## src/iecl_defines.vh

```
`ifndef IECL_DEFINES_VH
`define IECL_DEFINES_VH

// ==========================================================
// Register byte addresses
`define IECL_OFF_CTRL    8'h00
`define IECL_OFF_SR1     8'h04
`define IECL_OFF_SR2     8'h08
`define IECL_OFF_DATA    8'h0c

// ==========================================================
// Control word fields
`define IECL_CR_PE       5
`define IECL_CR_BROADCAST_CALL_ENABLE     4
`define IECL_CR_START    3
`define IECL_CR_ACK      2
`define IECL_CR_STOP     1
`define IECL_CR_ITE      0

// ==========================================================
// Status one fields
`define IECL_S1_EVF      7
`define IECL_S1_HEADER_SENT_FLAG    6
`define IECL_S1_TRA      5
`define IECL_S1_BUSY     4
`define IECL_S1_BTF      3
`define IECL_S1_HIT      2
`define IECL_S1_MSL      1
`define IECL_S1_SB       0

// ==========================================================
// Status two fields
`define IECL_S2_AF       4
`define IECL_S2_HALT_SEEN_FLAG    3
`define IECL_S2_LOST_ARBITRATION_FLAG     2
`define IECL_S2_MISPLACED_CONDITION_FLAG     1
`define IECL_S2_GCAL     0

// ==========================================================
// Reset values and special data
`define IECL_RST_BYTE    8'h00
`define IECL_BYTE_RELEASE 8'hff
`define IECL_RESP_OKAY   2'h0
`define IECL_RESP_SLVERR 2'h2

`endif

```

## src/iecl_sync.v

```verilog
`timescale 1ns/1ns

// ==========================================================
// Two-stage synchroniser for the bus pins
module iecl_sync (
   // Clock and reset
   input  wire       clk,
   input  wire       sys_rst,
   // Pins in, synchronised out
   input  wire [1:0] din,
   output wire [1:0] dout
);

   reg [1:0] meta_r;
   reg [1:0] sync_r;

   always @(posedge clk or posedge sys_rst) begin
      if (sys_rst) begin
         meta_r <= 2'h3;
         sync_r <= 2'h3;
      end else begin
         meta_r <= din;
         sync_r <= meta_r;
      end
   end

   assign dout = sync_r;

endmodule

```

## src/iecl_axil.v

```verilog
`timescale 1ns/1ns
`include "iecl_defines.vh"

// ==========================================================
// AXI4-Lite slave, one write and one read in flight
module iecl_axil (
   // Clock and reset
   input  wire        clk,
   input  wire        sys_rst,
   // Write address and data
   input  wire [7:0]  s_axi_awaddr,
   input  wire        s_axi_awvalid,
   output wire        s_axi_awready,
   input  wire [31:0] s_axi_wdata,
   input  wire [3:0]  s_axi_wstrb,
   input  wire        s_axi_wvalid,
   output wire        s_axi_wready,
   output wire [1:0]  s_axi_bresp,
   output wire        s_axi_bvalid,
   input  wire        s_axi_bready,
   // Read address and data
   input  wire [7:0]  s_axi_araddr,
   input  wire        s_axi_arvalid,
   output wire        s_axi_arready,
   output wire [31:0] s_axi_rdata,
   output wire [1:0]  s_axi_rresp,
   output wire        s_axi_rvalid,
   input  wire        s_axi_rready,
   // Register side
   output wire        wrStb,
   output wire [7:0]  wrAddr,
   output wire [7:0]  wrByte,
   output wire        rdStb,
   output wire [7:0]  rdAddr,
   input  wire [7:0]  rdByte
);

   reg       awready_r, wready_r, bvalid_r, arready_r, rvalid_r;
   reg       awFull_r, wFull_r, wLane_r, rdPend_r;
   reg [1:0] bresp_r, rresp_r;
   reg [7:0] awAddr_r, wByte_r, arAddr_r, rdata_r;

   function mapped;
      input [7:0] a;
      begin
         mapped = (a == `IECL_OFF_CTRL) | (a == `IECL_OFF_SR1) |
                  (a == `IECL_OFF_SR2) | (a == `IECL_OFF_DATA);
      end
   endfunction

   wire issue = awFull_r & wFull_r & ~bvalid_r;
   assign wrStb  = issue & wLane_r & mapped(awAddr_r);
   assign wrAddr = awAddr_r;
   assign wrByte = wByte_r;
   assign rdStb  = rdPend_r & ~rvalid_r & mapped(arAddr_r);
   assign rdAddr = arAddr_r;

   always @(posedge clk or posedge sys_rst) begin
      if (sys_rst) begin
         awready_r <= 1'b1;
         wready_r  <= 1'b1;
         arready_r <= 1'b1;
         bvalid_r  <= 1'b0;
         rvalid_r  <= 1'b0;
         awFull_r  <= 1'b0;
         wFull_r   <= 1'b0;
         wLane_r   <= 1'b0;
         rdPend_r  <= 1'b0;
         bresp_r   <= `IECL_RESP_OKAY;
         rresp_r   <= `IECL_RESP_OKAY;
         awAddr_r  <= 8'h00;
         wByte_r   <= 8'h00;
         arAddr_r  <= 8'h00;
         rdata_r   <= 8'h00;
      end else begin
         if (s_axi_awvalid && awready_r) begin
            awAddr_r  <= s_axi_awaddr;
            awFull_r  <= 1'b1;
            awready_r <= 1'b0;
         end
         if (s_axi_wvalid && wready_r) begin
            wByte_r  <= s_axi_wdata[7:0];
            wLane_r  <= s_axi_wstrb[0];
            wFull_r  <= 1'b1;
            wready_r <= 1'b0;
         end
         if (issue) begin
            bvalid_r <= 1'b1;
            bresp_r  <= mapped(awAddr_r) ? `IECL_RESP_OKAY : `IECL_RESP_SLVERR;
         end
         if (bvalid_r && s_axi_bready) begin
            bvalid_r  <= 1'b0;
            awFull_r  <= 1'b0;
            wFull_r   <= 1'b0;
            awready_r <= 1'b1;
            wready_r  <= 1'b1;
         end
         if (s_axi_arvalid && arready_r) begin
            arAddr_r  <= s_axi_araddr;
            rdPend_r  <= 1'b1;
            arready_r <= 1'b0;
         end
         if (rdPend_r && !rvalid_r) begin
            rvalid_r <= 1'b1;
            rdata_r  <= mapped(arAddr_r) ? rdByte : 8'h00;
            rresp_r  <= mapped(arAddr_r) ? `IECL_RESP_OKAY : `IECL_RESP_SLVERR;
         end
         if (rvalid_r && s_axi_rready) begin
            rvalid_r  <= 1'b0;
            rdPend_r  <= 1'b0;
            arready_r <= 1'b1;
         end
      end
   end

   assign s_axi_awready = awready_r;
   assign s_axi_wready  = wready_r;
   assign s_axi_bvalid  = bvalid_r;
   assign s_axi_bresp   = bresp_r;
   assign s_axi_arready = arready_r;
   assign s_axi_rvalid  = rvalid_r;
   assign s_axi_rresp   = rresp_r;
   assign s_axi_rdata   = {24'h000000, rdata_r};

endmodule

```

## src/iecl_core.v

```verilog
// Chosen here: the register addresses and register access over AXI4-Lite.
`timescale 1ns/1ns
`include "iecl_defines.vh"


module iecl_core (
   // Clock and reset
   input  wire        clk,
   input  wire        sys_rst,
   // AXI4-Lite register port
   input  wire [7:0]  s_axi_awaddr,
   input  wire        s_axi_awvalid,
   output wire        s_axi_awready,
   input  wire [31:0] s_axi_wdata,
   input  wire [3:0]  s_axi_wstrb,
   input  wire        s_axi_wvalid,
   output wire        s_axi_wready,
   output wire [1:0]  s_axi_bresp,
   output wire        s_axi_bvalid,
   input  wire        s_axi_bready,
   input  wire [7:0]  s_axi_araddr,
   input  wire        s_axi_arvalid,
   output wire        s_axi_arready,
   output wire [31:0] s_axi_rdata,
   output wire [1:0]  s_axi_rresp,
   output wire        s_axi_rvalid,
   input  wire        s_axi_rready,
   // Serial bus pins
   input  wire        sclIn,
   output wire        sclOut,
   output wire        sclOeN,
   input  wire        sdaIn,
   output wire        sdaOut,
   output wire        sdaOeN,
   // Datapath event pulses
   input  wire        evAddrHit,
   input  wire        evGenCall,
   input  wire        evByteRx,
   input  wire        evByteTx,
   input  wire        evNack,
   input  wire        evStartSent,
   input  wire        evHeaderSent,
   input  wire        evAddrSent,
   input  wire        evArbLost,
   input  wire        evBusErr,
   input  wire        evStopSent,
   input  wire        sdaLowReq,
   input  wire [7:0]  rxByte,
   // Datapath controls
   output wire [7:0]  txByte,
   output wire        pinAltSel,
   output wire        ackOut,
   output wire        startReq,
   output wire        stopReq,
   output wire        bcastOut,
   output wire        masterOut,
   // Processor side
   input  wire        cpuIntMask,
   input  wire        cpuHalt,
   output wire        irq
);

   // ==========================================================
   // Register port and pin synchroniser
   wire       wrStb, rdStb;
   wire [7:0] wrAddr, wrByte, rdAddr;
   reg  [7:0] rdByte;
   wire [1:0] pinS;

   iecl_axil uAxil (
      .clk           (clk),
      .sys_rst       (sys_rst),
      .s_axi_awaddr  (s_axi_awaddr),
      .s_axi_awvalid (s_axi_awvalid),
      .s_axi_awready (s_axi_awready),
      .s_axi_wdata   (s_axi_wdata),
      .s_axi_wstrb   (s_axi_wstrb),
      .s_axi_wvalid  (s_axi_wvalid),
      .s_axi_wready  (s_axi_wready),
      .s_axi_bresp   (s_axi_bresp),
      .s_axi_bvalid  (s_axi_bvalid),
      .s_axi_bready  (s_axi_bready),
      .s_axi_araddr  (s_axi_araddr),
      .s_axi_arvalid (s_axi_arvalid),
      .s_axi_arready (s_axi_arready),
      .s_axi_rdata   (s_axi_rdata),
      .s_axi_rresp   (s_axi_rresp),
      .s_axi_rvalid  (s_axi_rvalid),
      .s_axi_rready  (s_axi_rready),
      .wrStb         (wrStb),
      .wrAddr        (wrAddr),
      .wrByte        (wrByte),
      .rdStb         (rdStb),
      .rdAddr        (rdAddr),
      .rdByte        (rdByte)
   );

   iecl_sync uSync (
      .clk     (clk),
      .sys_rst (sys_rst),
      .din     ({sclIn, sdaIn}),
      .dout    (pinS)
   );

   // ==========================================================
   // State
   reg       unitOn_r, bcastEn_r, startBit_r, ackEn_r, stopBit_r, irqEn_r;
   reg       hdr_r, dir_r, busy_r, btf_r, hit_r, master_r, sb_r, addrDone_r;
   reg       nack_r, stopSeen_r, arb_r, misplaced_condition_flag_r, gcal_r;
   reg       armed_r, supp_r, relArm_r, sdaPrev_r;
   reg [7:0] dataByte_r;
   reg       sclOeN_r, sdaOeN_r, irq_r, ackOut_r, startReq_r, stopReq_r, pinAlt_r;

   // ==========================================================
   // Decode and events
   // halt freeze
   wire live     = unitOn_r & ~cpuHalt;
   wire sclS     = pinS[1];
   wire sdaS     = pinS[0];
   wire startDet = live & sclS & sdaPrev_r & ~sdaS;
   wire stopDet  = live & sclS & ~sdaPrev_r & sdaS;

   wire wrCtrl = wrStb & (wrAddr == `IECL_OFF_CTRL);
   wire wrBuf  = wrStb & (wrAddr == `IECL_OFF_DATA);
   wire rdSr1  = rdStb & (rdAddr == `IECL_OFF_SR1);
   wire rdSr2  = rdStb & (rdAddr == `IECL_OFF_SR2);
   wire rdBuf  = rdStb & (rdAddr == `IECL_OFF_DATA);

   wire fullWr   = wrCtrl & unitOn_r & wrByte[`IECL_CR_PE];
   wire stopFall = fullWr & stopBit_r & ~wrByte[`IECL_CR_STOP];

   wire eGc  = live & evGenCall & bcastEn_r;
   wire eHit = (live & evAddrHit) | eGc;
   wire eTx  = live & evByteTx & ~gcal_r;
   wire eRx  = live & evByteRx;

   wire event_pending = btf_r | hit_r | sb_r | nack_r | stopSeen_r | arb_r | misplaced_condition_flag_r |
              hdr_r | addrDone_r;

   always @* begin
      rdByte = 8'h00;
      case (rdAddr)
         `IECL_OFF_CTRL: rdByte = {2'b00, unitOn_r, bcastEn_r, startBit_r,
                                   ackEn_r, stopBit_r, irqEn_r};
         `IECL_OFF_SR1:  rdByte = {event_pending, hdr_r, dir_r, busy_r, btf_r, hit_r,
                                   master_r, sb_r};
         `IECL_OFF_SR2:  rdByte = {3'b000, nack_r, stopSeen_r, arb_r, misplaced_condition_flag_r,
                                   gcal_r};
         `IECL_OFF_DATA: rdByte = dataByte_r;
         default:        rdByte = 8'h00;
      endcase
   end

   // ==========================================================
   // Control and status flags; later assignments win, so datapath events beat software writes and clears
   always @(posedge clk or posedge sys_rst) begin
      if (sys_rst) begin
         unitOn_r   <= 1'b0;
         bcastEn_r  <= 1'b0;
         startBit_r <= 1'b0;
         ackEn_r    <= 1'b0;
         stopBit_r  <= 1'b0;
         irqEn_r    <= 1'b0;
         hdr_r      <= 1'b0;
         dir_r      <= 1'b0;
         busy_r     <= 1'b0;
         btf_r      <= 1'b0;
         hit_r      <= 1'b0;
         master_r   <= 1'b0;
         sb_r       <= 1'b0;
         addrDone_r <= 1'b0;
         nack_r     <= 1'b0;
         stopSeen_r <= 1'b0;
         arb_r      <= 1'b0;
         misplaced_condition_flag_r     <= 1'b0;
         gcal_r     <= 1'b0;
         armed_r    <= 1'b0;
         supp_r     <= 1'b0;
         relArm_r   <= 1'b0;
         sdaPrev_r  <= 1'b1;
         dataByte_r <= `IECL_RST_BYTE;
      end else begin
         sdaPrev_r <= sdaS;
         // Software writes
         if (wrCtrl) begin
            unitOn_r <= wrByte[`IECL_CR_PE];
         end
         if (fullWr) begin
            bcastEn_r  <= wrByte[`IECL_CR_BROADCAST_CALL_ENABLE];
            startBit_r <= wrByte[`IECL_CR_START];
            ackEn_r    <= wrByte[`IECL_CR_ACK];
            stopBit_r  <= wrByte[`IECL_CR_STOP];
            irqEn_r    <= wrByte[`IECL_CR_ITE];
         end
         if (fullWr && wrByte[`IECL_CR_START]) begin
            master_r <= 1'b1;
         end
         if (wrBuf) begin
            dataByte_r <= wrByte;
         end
         // Software clear sequences
         // hit clear
         if (rdSr1) begin
            hit_r   <= 1'b0;
            armed_r <= 1'b1;
         end
         if (rdSr1 || rdSr2) begin
            nack_r <= 1'b0;
         end
         if (rdSr2) begin
            stopSeen_r <= 1'b0;
            arb_r      <= 1'b0;
            misplaced_condition_flag_r     <= 1'b0;
         end
         if (rdBuf && armed_r) begin
            if (!dir_r) begin
               btf_r <= 1'b0;
            end
            armed_r <= 1'b0;
         end
         if (wrBuf && armed_r) begin
            if (dir_r) begin
               btf_r <= 1'b0;
               dir_r <= 1'b0;
            end
            sb_r    <= 1'b0;
            hdr_r   <= 1'b0;
            armed_r <= 1'b0;
         end
         if (wrCtrl && armed_r) begin
            addrDone_r <= 1'b0;
            armed_r    <= 1'b0;
         end
         if (wrBuf && wrByte == `IECL_BYTE_RELEASE && btf_r) begin
            btf_r <= 1'b0;
            dir_r <= 1'b0;
         end
         if (stopFall && btf_r) begin
            btf_r  <= 1'b0;
            dir_r  <= 1'b0;
            supp_r <= 1'b1;
         end
         if (stopBit_r && !master_r && btf_r) begin
            relArm_r <= 1'b1;
         end
         // Bus conditions
         if (startDet) begin
            busy_r   <= 1'b1;
            relArm_r <= 1'b0;
         end
         if (stopDet) begin
            busy_r   <= 1'b0;
            gcal_r   <= 1'b0;
            dir_r    <= 1'b0;
            master_r <= 1'b0;
            supp_r   <= 1'b0;
            if (!master_r && !supp_r && ackEn_r) begin
               stopSeen_r <= 1'b1;
            end
         end
         // Datapath events
         if (eHit) begin
            hit_r <= 1'b1;
         end
         if (eGc) begin
            gcal_r <= 1'b1;
         end
         if (eRx) begin
            btf_r      <= 1'b1;
            dir_r      <= 1'b0;
            dataByte_r <= rxByte;
         end
         if (eTx) begin
            btf_r <= 1'b1;
            dir_r <= 1'b1;
         end
         if (live && evNack) begin
            nack_r <= 1'b1;
         end
         if (live && evStartSent) begin
            startBit_r <= 1'b0;
            sb_r       <= 1'b1;
         end
         if (live && evHeaderSent) begin
            hdr_r <= 1'b1;
         end
         if (live && evAddrSent) begin
            addrDone_r <= 1'b1;
         end
         if (live && evStopSent && master_r) begin
            stopBit_r <= 1'b0;
         end
         if (live && evArbLost) begin
            arb_r    <= 1'b1;
            master_r <= 1'b0;
            dir_r    <= 1'b0;
         end
         if (live && evBusErr) begin
            misplaced_condition_flag_r <= 1'b1;
            busy_r <= 1'b0;
         end
         if (!unitOn_r) begin
            bcastEn_r  <= 1'b0;
            startBit_r <= 1'b0;
            ackEn_r    <= 1'b0;
            irqEn_r    <= 1'b0;
            hdr_r      <= 1'b0;
            dir_r      <= 1'b0;
            busy_r     <= 1'b0;
            btf_r      <= 1'b0;
            hit_r      <= 1'b0;
            master_r   <= 1'b0;
            sb_r       <= 1'b0;
            addrDone_r <= 1'b0;
            nack_r     <= 1'b0;
            stopSeen_r <= 1'b0;
            arb_r      <= 1'b0;
            misplaced_condition_flag_r     <= 1'b0;
            gcal_r     <= 1'b0;
            armed_r    <= 1'b0;
            supp_r     <= 1'b0;
            relArm_r   <= 1'b0;
         end
      end
   end

   // ==========================================================
   // Registered outputs
   always @(posedge clk or posedge sys_rst) begin
      if (sys_rst) begin
         sclOeN_r   <= 1'b1;
         sdaOeN_r   <= 1'b1;
         irq_r      <= 1'b0;
         ackOut_r   <= 1'b0;
         startReq_r <= 1'b0;
         stopReq_r  <= 1'b0;
         pinAlt_r   <= 1'b0;
      end else begin
         sclOeN_r <= ~(live & ~relArm_r &
                       (hdr_r | sb_r | btf_r | hit_r | addrDone_r));
         sdaOeN_r <= ~(live & ~relArm_r & sdaLowReq);
         irq_r <= irqEn_r & ~cpuIntMask & ~cpuHalt & event_pending;
         ackOut_r <= ackEn_r & live;
         startReq_r <= startBit_r & live & (master_r | ~busy_r);
         stopReq_r  <= stopBit_r & master_r & live;
         pinAlt_r   <= unitOn_r;
      end
   end

   // Pins only ever pull low; the enables decide
   assign sclOut    = 1'b0;
   assign sdaOut    = 1'b0;
   assign sclOeN    = sclOeN_r;
   assign sdaOeN    = sdaOeN_r;
   assign irq       = irq_r;
   assign ackOut    = ackOut_r;
   assign startReq  = startReq_r;
   assign stopReq   = stopReq_r;
   assign pinAltSel = pinAlt_r;
   assign bcastOut  = bcastEn_r;
   assign masterOut = master_r;
   assign txByte    = dataByte_r;

endmodule

```

## config.mk

```make
export PLATFORM = sky130hd
export DESIGN_NAME = iecl_core
export DESIGN_NICKNAME = d
export VERILOG_FILES = /design/src/iecl_sync.v /design/src/iecl_axil.v /design/src/iecl_core.v
export VERILOG_INCLUDE_DIRS = /design/src /design/src/src
export SDC_FILE = /design/constraint.sdc
export NUM_CORES = 1
export LEC_CHECK = 0
export BUFFER_PORTS_ARGS = -buffer_cell sky130_fd_sc_hd__buf_2
export CAP_MARGIN = 20
export CORE_MARGIN = 2
export CORE_UTILIZATION = 30
export CTS_CLUSTER_SIZE = 16
export DETAILED_ROUTE_END_ITERATION = 8
export SYNTH_ARGS = -nofsm -noshare
export SYNTH_HDL_FRONTEND = slang
export SYNTH_SLANG_ARGS = --single-unit
```

## constraint.sdc

```tcl
create_clock -name clk -period 5.6 [get_ports clk]
set_clock_uncertainty 0.1 [all_clocks]
set_input_delay 0.84 -clock clk [delete_from_list [all_inputs] [get_ports clk]]
set_output_delay 0.84 -clock clk [all_outputs]
set_load 0.005 [all_outputs]
```

## Yosys cells after proc, flatten, opt, wreduce, memory -nomap -nowiden

Index checks and enable logic that the tools add are counted.

| word-level totals | value |
|---|---|
| input port bits | 83 |
| bits in registers | 87 |
| logic and storage cells | 273 |
| output and inout port bits | 60 |

| cells by class | value |
|---|---|
| multiplexer cells | 94 |
| eq/ne operators | 23 |
| reduce and logical (&&, ||, !) cells | 38 |
| bitwise gates (word level) | 70 |

Operator list:

| kind | count |
|---|---|
| $mux 1 | 88 |
| $and 1x1->1 | 38 |
| $ne 3x1->1 const B | 11 |
| $eq 8x4->1 const B | 4 |
| $pmux 8 s4 | 1 |
| $logic_and 1x1->1 | 25 |
| $mux 8 | 3 |
| $or 1x1->1 | 20 |
| $eq 8x3->1 const B | 2 |
| $logic_not 8->1 | 2 |
| $reduce_bool 2->1 | 7 |
| $not 1->1 | 12 |
| $eq 8x8->1 const B | 1 |
| $ne 4x1->1 const B | 2 |
| $ne 8x1->1 const B | 1 |
| $ne 5x1->1 const B | 1 |
| $mux 2 | 2 |
| $logic_not 1->1 | 3 |
| $ne 2x1->1 const B | 1 |
| $logic_or 1x1->1 | 1 |

## Depth between registers and ports, before layout

| logic depth | value |
|---|---|
| depth after elaboration | 17 |
| depth in mapped cells | 6 |
| gate-level depth less buffers | 5 |

## Cells and area by module

From an unflattened synthesis, not the netlist that was laid out.

| second synthesis, totals | value |
|---|---|
| cell total of the unflattened synthesis | 366 |
| area total of the unflattened synthesis | 4041.4 um^2 |

By module, submodules not included:

| module | cells each | instances | sequential area each (um^2) | area an instance (um^2) |
|---|---|---|---|---|
| iecl_core | 204 | 1 | 954.7 | 2068.2 |
| iecl_axil | 157 | 1 | 1079.8 | 1864.3 |
| iecl_sync | 5 | 1 | 105.1 | 108.9 |

## Worst setup path before layout

No wires, ideal clock.

| timing path | value |
|---|---|
| path type | register -> register |
| start | reg uAxil.awAddr_r[0], in the netlist uAxil.wrAddr[0] |
| end | reg dir_r |
| buffers on the path | 1 |
| period minus slack after synthesis | 2226 ps |
| required time | 5375 ps |
| slack | 3374 ps |
| library setup time | 125 ps |
| arrival | 2001 ps |
| cell stages (with the launch flop) | 7 |
| path through | dfrtp_1 -> or4_4 -> or4b_1 -> buf_6 -> or2_4 -> or3b_1 -> o22ai_1 |

| on the way | value |
|---|---|
| longest elaborated chain between the ends | 17 |
| elaborated cells on any way between the ends | 26 |
| classes of those cells | eq/ne (4); mux (7); bitwise (10); reduce/logical (5) |

Ends and longest elaborated chain:

| item | RTL line | text |
|---|---|---|
| start: declaration | iecl_axil.v:41 | `reg [7:0] awAddr_r, wByte_r, arAddr_r, rdata_r;` |
| start signal: assignment | iecl_axil.v:77 | `awAddr_r <= s_axi_awaddr;` |
| $eq 8x3->1 (no line) or $logic_not 8->1 (tied branches) | n/a |  |
| $or 1x1->1 (3 in series) | iecl_axil.v:46 | `` mapped = (a == `IECL_OFF_CTRL) \| (a == `IECL_OFF_SR1) \| `` |
| $and 1x1->1 | iecl_axil.v:52 | `assign wrStb = issue & wLane_r & mapped(awAddr_r);` |
| $and 1x1->1 | iecl_core.v:123 | `` wire wrCtrl = wrStb & (wrAddr == `IECL_OFF_CTRL); `` |
| $and 1x1->1 (2 in series) | iecl_core.v:129 | `` wire fullWr = wrCtrl & unitOn_r & wrByte[`IECL_CR_PE]; `` |
| $and 1x1->1 (2 in series) | iecl_core.v:130 | `` wire stopFall = fullWr & stopBit_r & ~wrByte[`IECL_CR_STOP]; `` |
| $logic_and 1x1->1 | iecl_core.v:238 | `if (stopFall && btf_r) begin` |
| $mux 1 | iecl_core.v:238 |  |
| $mux 1 | iecl_core.v:251 | `if (stopDet) begin` |
| $mux 1 | iecl_core.v:268 | `if (eRx) begin` |
| $mux 1 | iecl_core.v:273 | `if (eTx) begin` |
| $mux 1 | iecl_core.v:293 | `if (live && evArbLost) begin` |
| $mux 1 | iecl_core.v:302 | `if (!unitOn_r) begin` |
| end signal: assignment | iecl_core.v:270 | `dir_r <= 1'b0;` |
| end signal: assignment | iecl_core.v:275 | `dir_r <= 1'b1;` |
| end signal: assignment | iecl_core.v:296 | `dir_r <= 1'b0;` |
| end: declaration | iecl_core.v:108 | `reg hdr_r, dir_r, busy_r, btf_r, hit_r, master_r, sb_r, addrDone_r;` |

Several ways; a longest one is shown, not always the timed one.
A chain may end at the register's enable or synchronous reset.

## Worst setup path in the final report

Ends and elaborated chain as after synthesis.

==> out/qor.txt <==
Least-Margin Pin Slew = 0.861 ns
Total wire length = 9430 um
H-Tree Depth = 3
Layout Nets = 496
Pins Over Slew Limit = 0
First drt pass iteration count = 4
Hold buffers post-CTS = 0
Die H = 117 um
Post-Layout Cell Count = 590
Largest net degree at the start of global routing = 70
Post-CTS setup buffers = 0
Peak supply drop = 172 uV
Sequential cell area = 2140 um2
Core box area = 12,500 um2
Average wire per standard cell = 16.0 um
Worst EP required = 5.71 ns
Leakage = 2.17 nW
Final worst slack = 3.09 ns
Setup TNS = 0 ns
R2R Path End = dir_r$_DFFE_PP0P_
Critical path launch point type = flop
Vias post-DR = 2,768
Syn Std Cell Area = 3830 um2
Final GP Congestion = 0.847
1st-iter DRT viols = 165
Final Setup Violations = 0
Num CTS Buffers = 9
Post-route minimum period = 2.51 ns
Total track usage = 0.148
Area leader, netlist = dfrtp_1
Rows = 41
Distinct cells, synth = 49
ANT cells = 0
CP Capture Type = flop
Maximum clock path buffer count = 2
Clock Tree Root = clkbuf_16
Fmax = 398 MHz
Flops & latches, synth = 85
Register area share after synthesis = 0.559
CP Max Fanout = 9
Hold Path End = uSync.dout[1]$_DFF_PP1_
Avg Inst Size Synth = 11.8 um2
Status = completed
DP Worst Slack = 2.92 ns
Initial antenna violation count = 0
Synthesis-to-finish area growth = 21.1%
Die footprint = 13,700 um2
WS Path Type = reg2reg
Dpl hpwl = 7100 um
Fin crit share = 0.448
Clock transition at path regs = 0.06 ns
Total Power = 1.94 mW
Clk_lat worst skew = 0.34 ns
Placed cell count = 574
Max-slew headroom = 0.426
Avg Vias per Cell = 4.69
Hold Crit Depth = 0
CTS resizes = 0
Global-route wire length before repair = 15,100 um
FF-to-FF setup slack = 3.09 ns
Hold Vio Cnt, Final = 0
Die width = 117 um
Sink Count = 85
Ys async rst share = 1.00
Placed cell area = 4330 um2
Depth of the worst register-to-register path = 5
Post-Synthesis Cells = 325
# IOs = 143
EDFF count, synth = 0
Final Cell Area = 4630 um2
GRT overflow = 0
Worst Min Path Start = uSync.meta_r[1]$_DFF_PP1_
Vias in the first global route = 2,820
Post-layout util = 0.370
CP arrival = 2.62 ns
Hold Crit Class = reg2reg
Cell area power density = 418 nW/um2
Synth area leaders = dfrtp_1 (49%), mux2_2 (7.4%), dfstp_2 (6.9%), buf_4 (5.5%), o21ai_0 (3.1%)
Detail Route Antenna Nets = 0
R2R Path Start = uAxil.wrAddr[0]$_DFFE_PP0P_
Share of cells above drive strength 1 = 0.354
RSZ-0062 raised after global routing = no
Most numerous cell in the Yosys netlist = dfrtp_1
Hold WS = 0.255 ns
Max-cap violations = 0
Number of fill cells = 1,263
# DRC = 0
Synth Flop Type = dfrtp_1
Synth top cells by count = dfrtp_1 (75), nand2_1 (31), buf_4 (28)
Yosys top cell area share = 0.491
CTS tree = yes
Port Buffer Count = 87
Yosys Warn Count = 0
Starting Density = 0.306
Multi-input logic area = 1490 um2
-- per-layer routing --
| metal | vias up | routed length (um) | track usage |
|---|---|---|---|
| li1 | 1295 | - | - |
| met1 | 1362 | 4220 | 0.198 |
| met2 | 104 | 4480 | 0.230 |
| met3 | 7 | 619 | 0.0422 |
| met4 | 0 | 108 | 0.0549 |
| met5 | - | 0 | 0 |
-- critical path, cell delays in order (launching register included) --
cell,delay (ns)
dfrtp_1,0.37
or4_4,0.55
or4b_1,0.78
or2_4,0.35
or3b_1,0.16
o22ai_1,0.07
-- cells by family (layout without fill, tap and decap cells) --
| logic type | count (synthesis) | count (layout) | share of synthesized area |
|---|---|---|---|
| other | 1 | 28 | 0.000980 |
| AO/OA/AOI/OAI | 63 | 63 | 0.105 |
| flip-flops | 85 | 85 | 0.559 |
| buffers and inverters | 49 | 115 | 0.0778 |
| AND/OR/NAND/NOR | 86 | 86 | 0.125 |
| multiplexers | 41 | 41 | 0.132 |
-- layout make-up --
type                            instances  share of cell area
Tap cell                              172              0.0465
Timing Repair Buffer                   88              0.0956
Clock buffer                           11              0.0524
Inverter                               11             0.00918
Clock inverter                          5              0.0127
Multi-Input combinational cell        218               0.322
Sequential cell                        85               0.462
-- flip-flops by register name (all words and copies together) (netlist names), 2 cells and up --
name / flops
txByte: 8
uAxil.rdAddr: 8
uAxil.rdata_r: 8
uAxil.wrAddr: 8
uAxil.wrByte: 8
uSync.dout: 2
uSync.meta_r: 2
-- report_power, final --
group          switching, mW  total (mW)  leakage [nW]  internal [mW]
sequential             0.167       0.944          1.04          0.777
clock                  0.244       0.603         0.142          0.359
combinational          0.169       0.390         0.989          0.221
-- layout by cell type (no fill, tap or decap), drive strengths merged, types with 2 or more instances in the layout --
cell | Yosys | routed
nor2 | 9 | 9
nand2b | 3 | 3
a31oi | 2 | 2
or2 | 2 | 2
buf | 33 | 88
nor4b | 3 | 3
a22o | 8 | 8
nand3 | 4 | 4
mux4 | 5 | 5
clkbuf | 5 | 11
and4 | 2 | 2
nor4 | 2 | 2
and2 | 2 | 2
inv | 11 | 11
a32o | 2 | 2
mux2 | 25 | 25
nor2b | 8 | 8
o21ai | 24 | 24
nor3 | 3 | 3
or4 | 5 | 5
clkinvlp | 0 | 2
nand2 | 31 | 31
a22oi | 2 | 2
o21a | 4 | 4
dfrtp | 75 | 75
a21boi | 4 | 4
clkinv | 0 | 2
a21oi | 12 | 12
mux2i | 11 | 11
nand4 | 4 | 4
dfstp | 10 | 10
conb | 1 | 28
-- worst max path at each step --
stage                                       end  depth (start not counted)                   startpoint  slack [ns]
after detailed placement  txByte[3]$_DFFE_PP0P_                          4                      cpuHalt        2.92
after global placement    txByte[4]$_DFFE_PP0P_                          4                      cpuHalt        2.97
after global routing         nack_r$_DFFE_PP0P_                          4  uAxil.rdAddr[6]$_DFFE_PP0P_        2.81
final                         dir_r$_DFFE_PP0P_                          5  uAxil.wrAddr[0]$_DFFE_PP0P_        3.09
after CTS                     dir_r$_DFFE_PP0P_                          5  uAxil.wrAddr[0]$_DFFE_PP0P_        3.06
after floorplan             ackEn_r$_DFFE_PP0P_                          1                      sys_rst        2.48
Note: power is estimated with default switching activity, not from simulation.
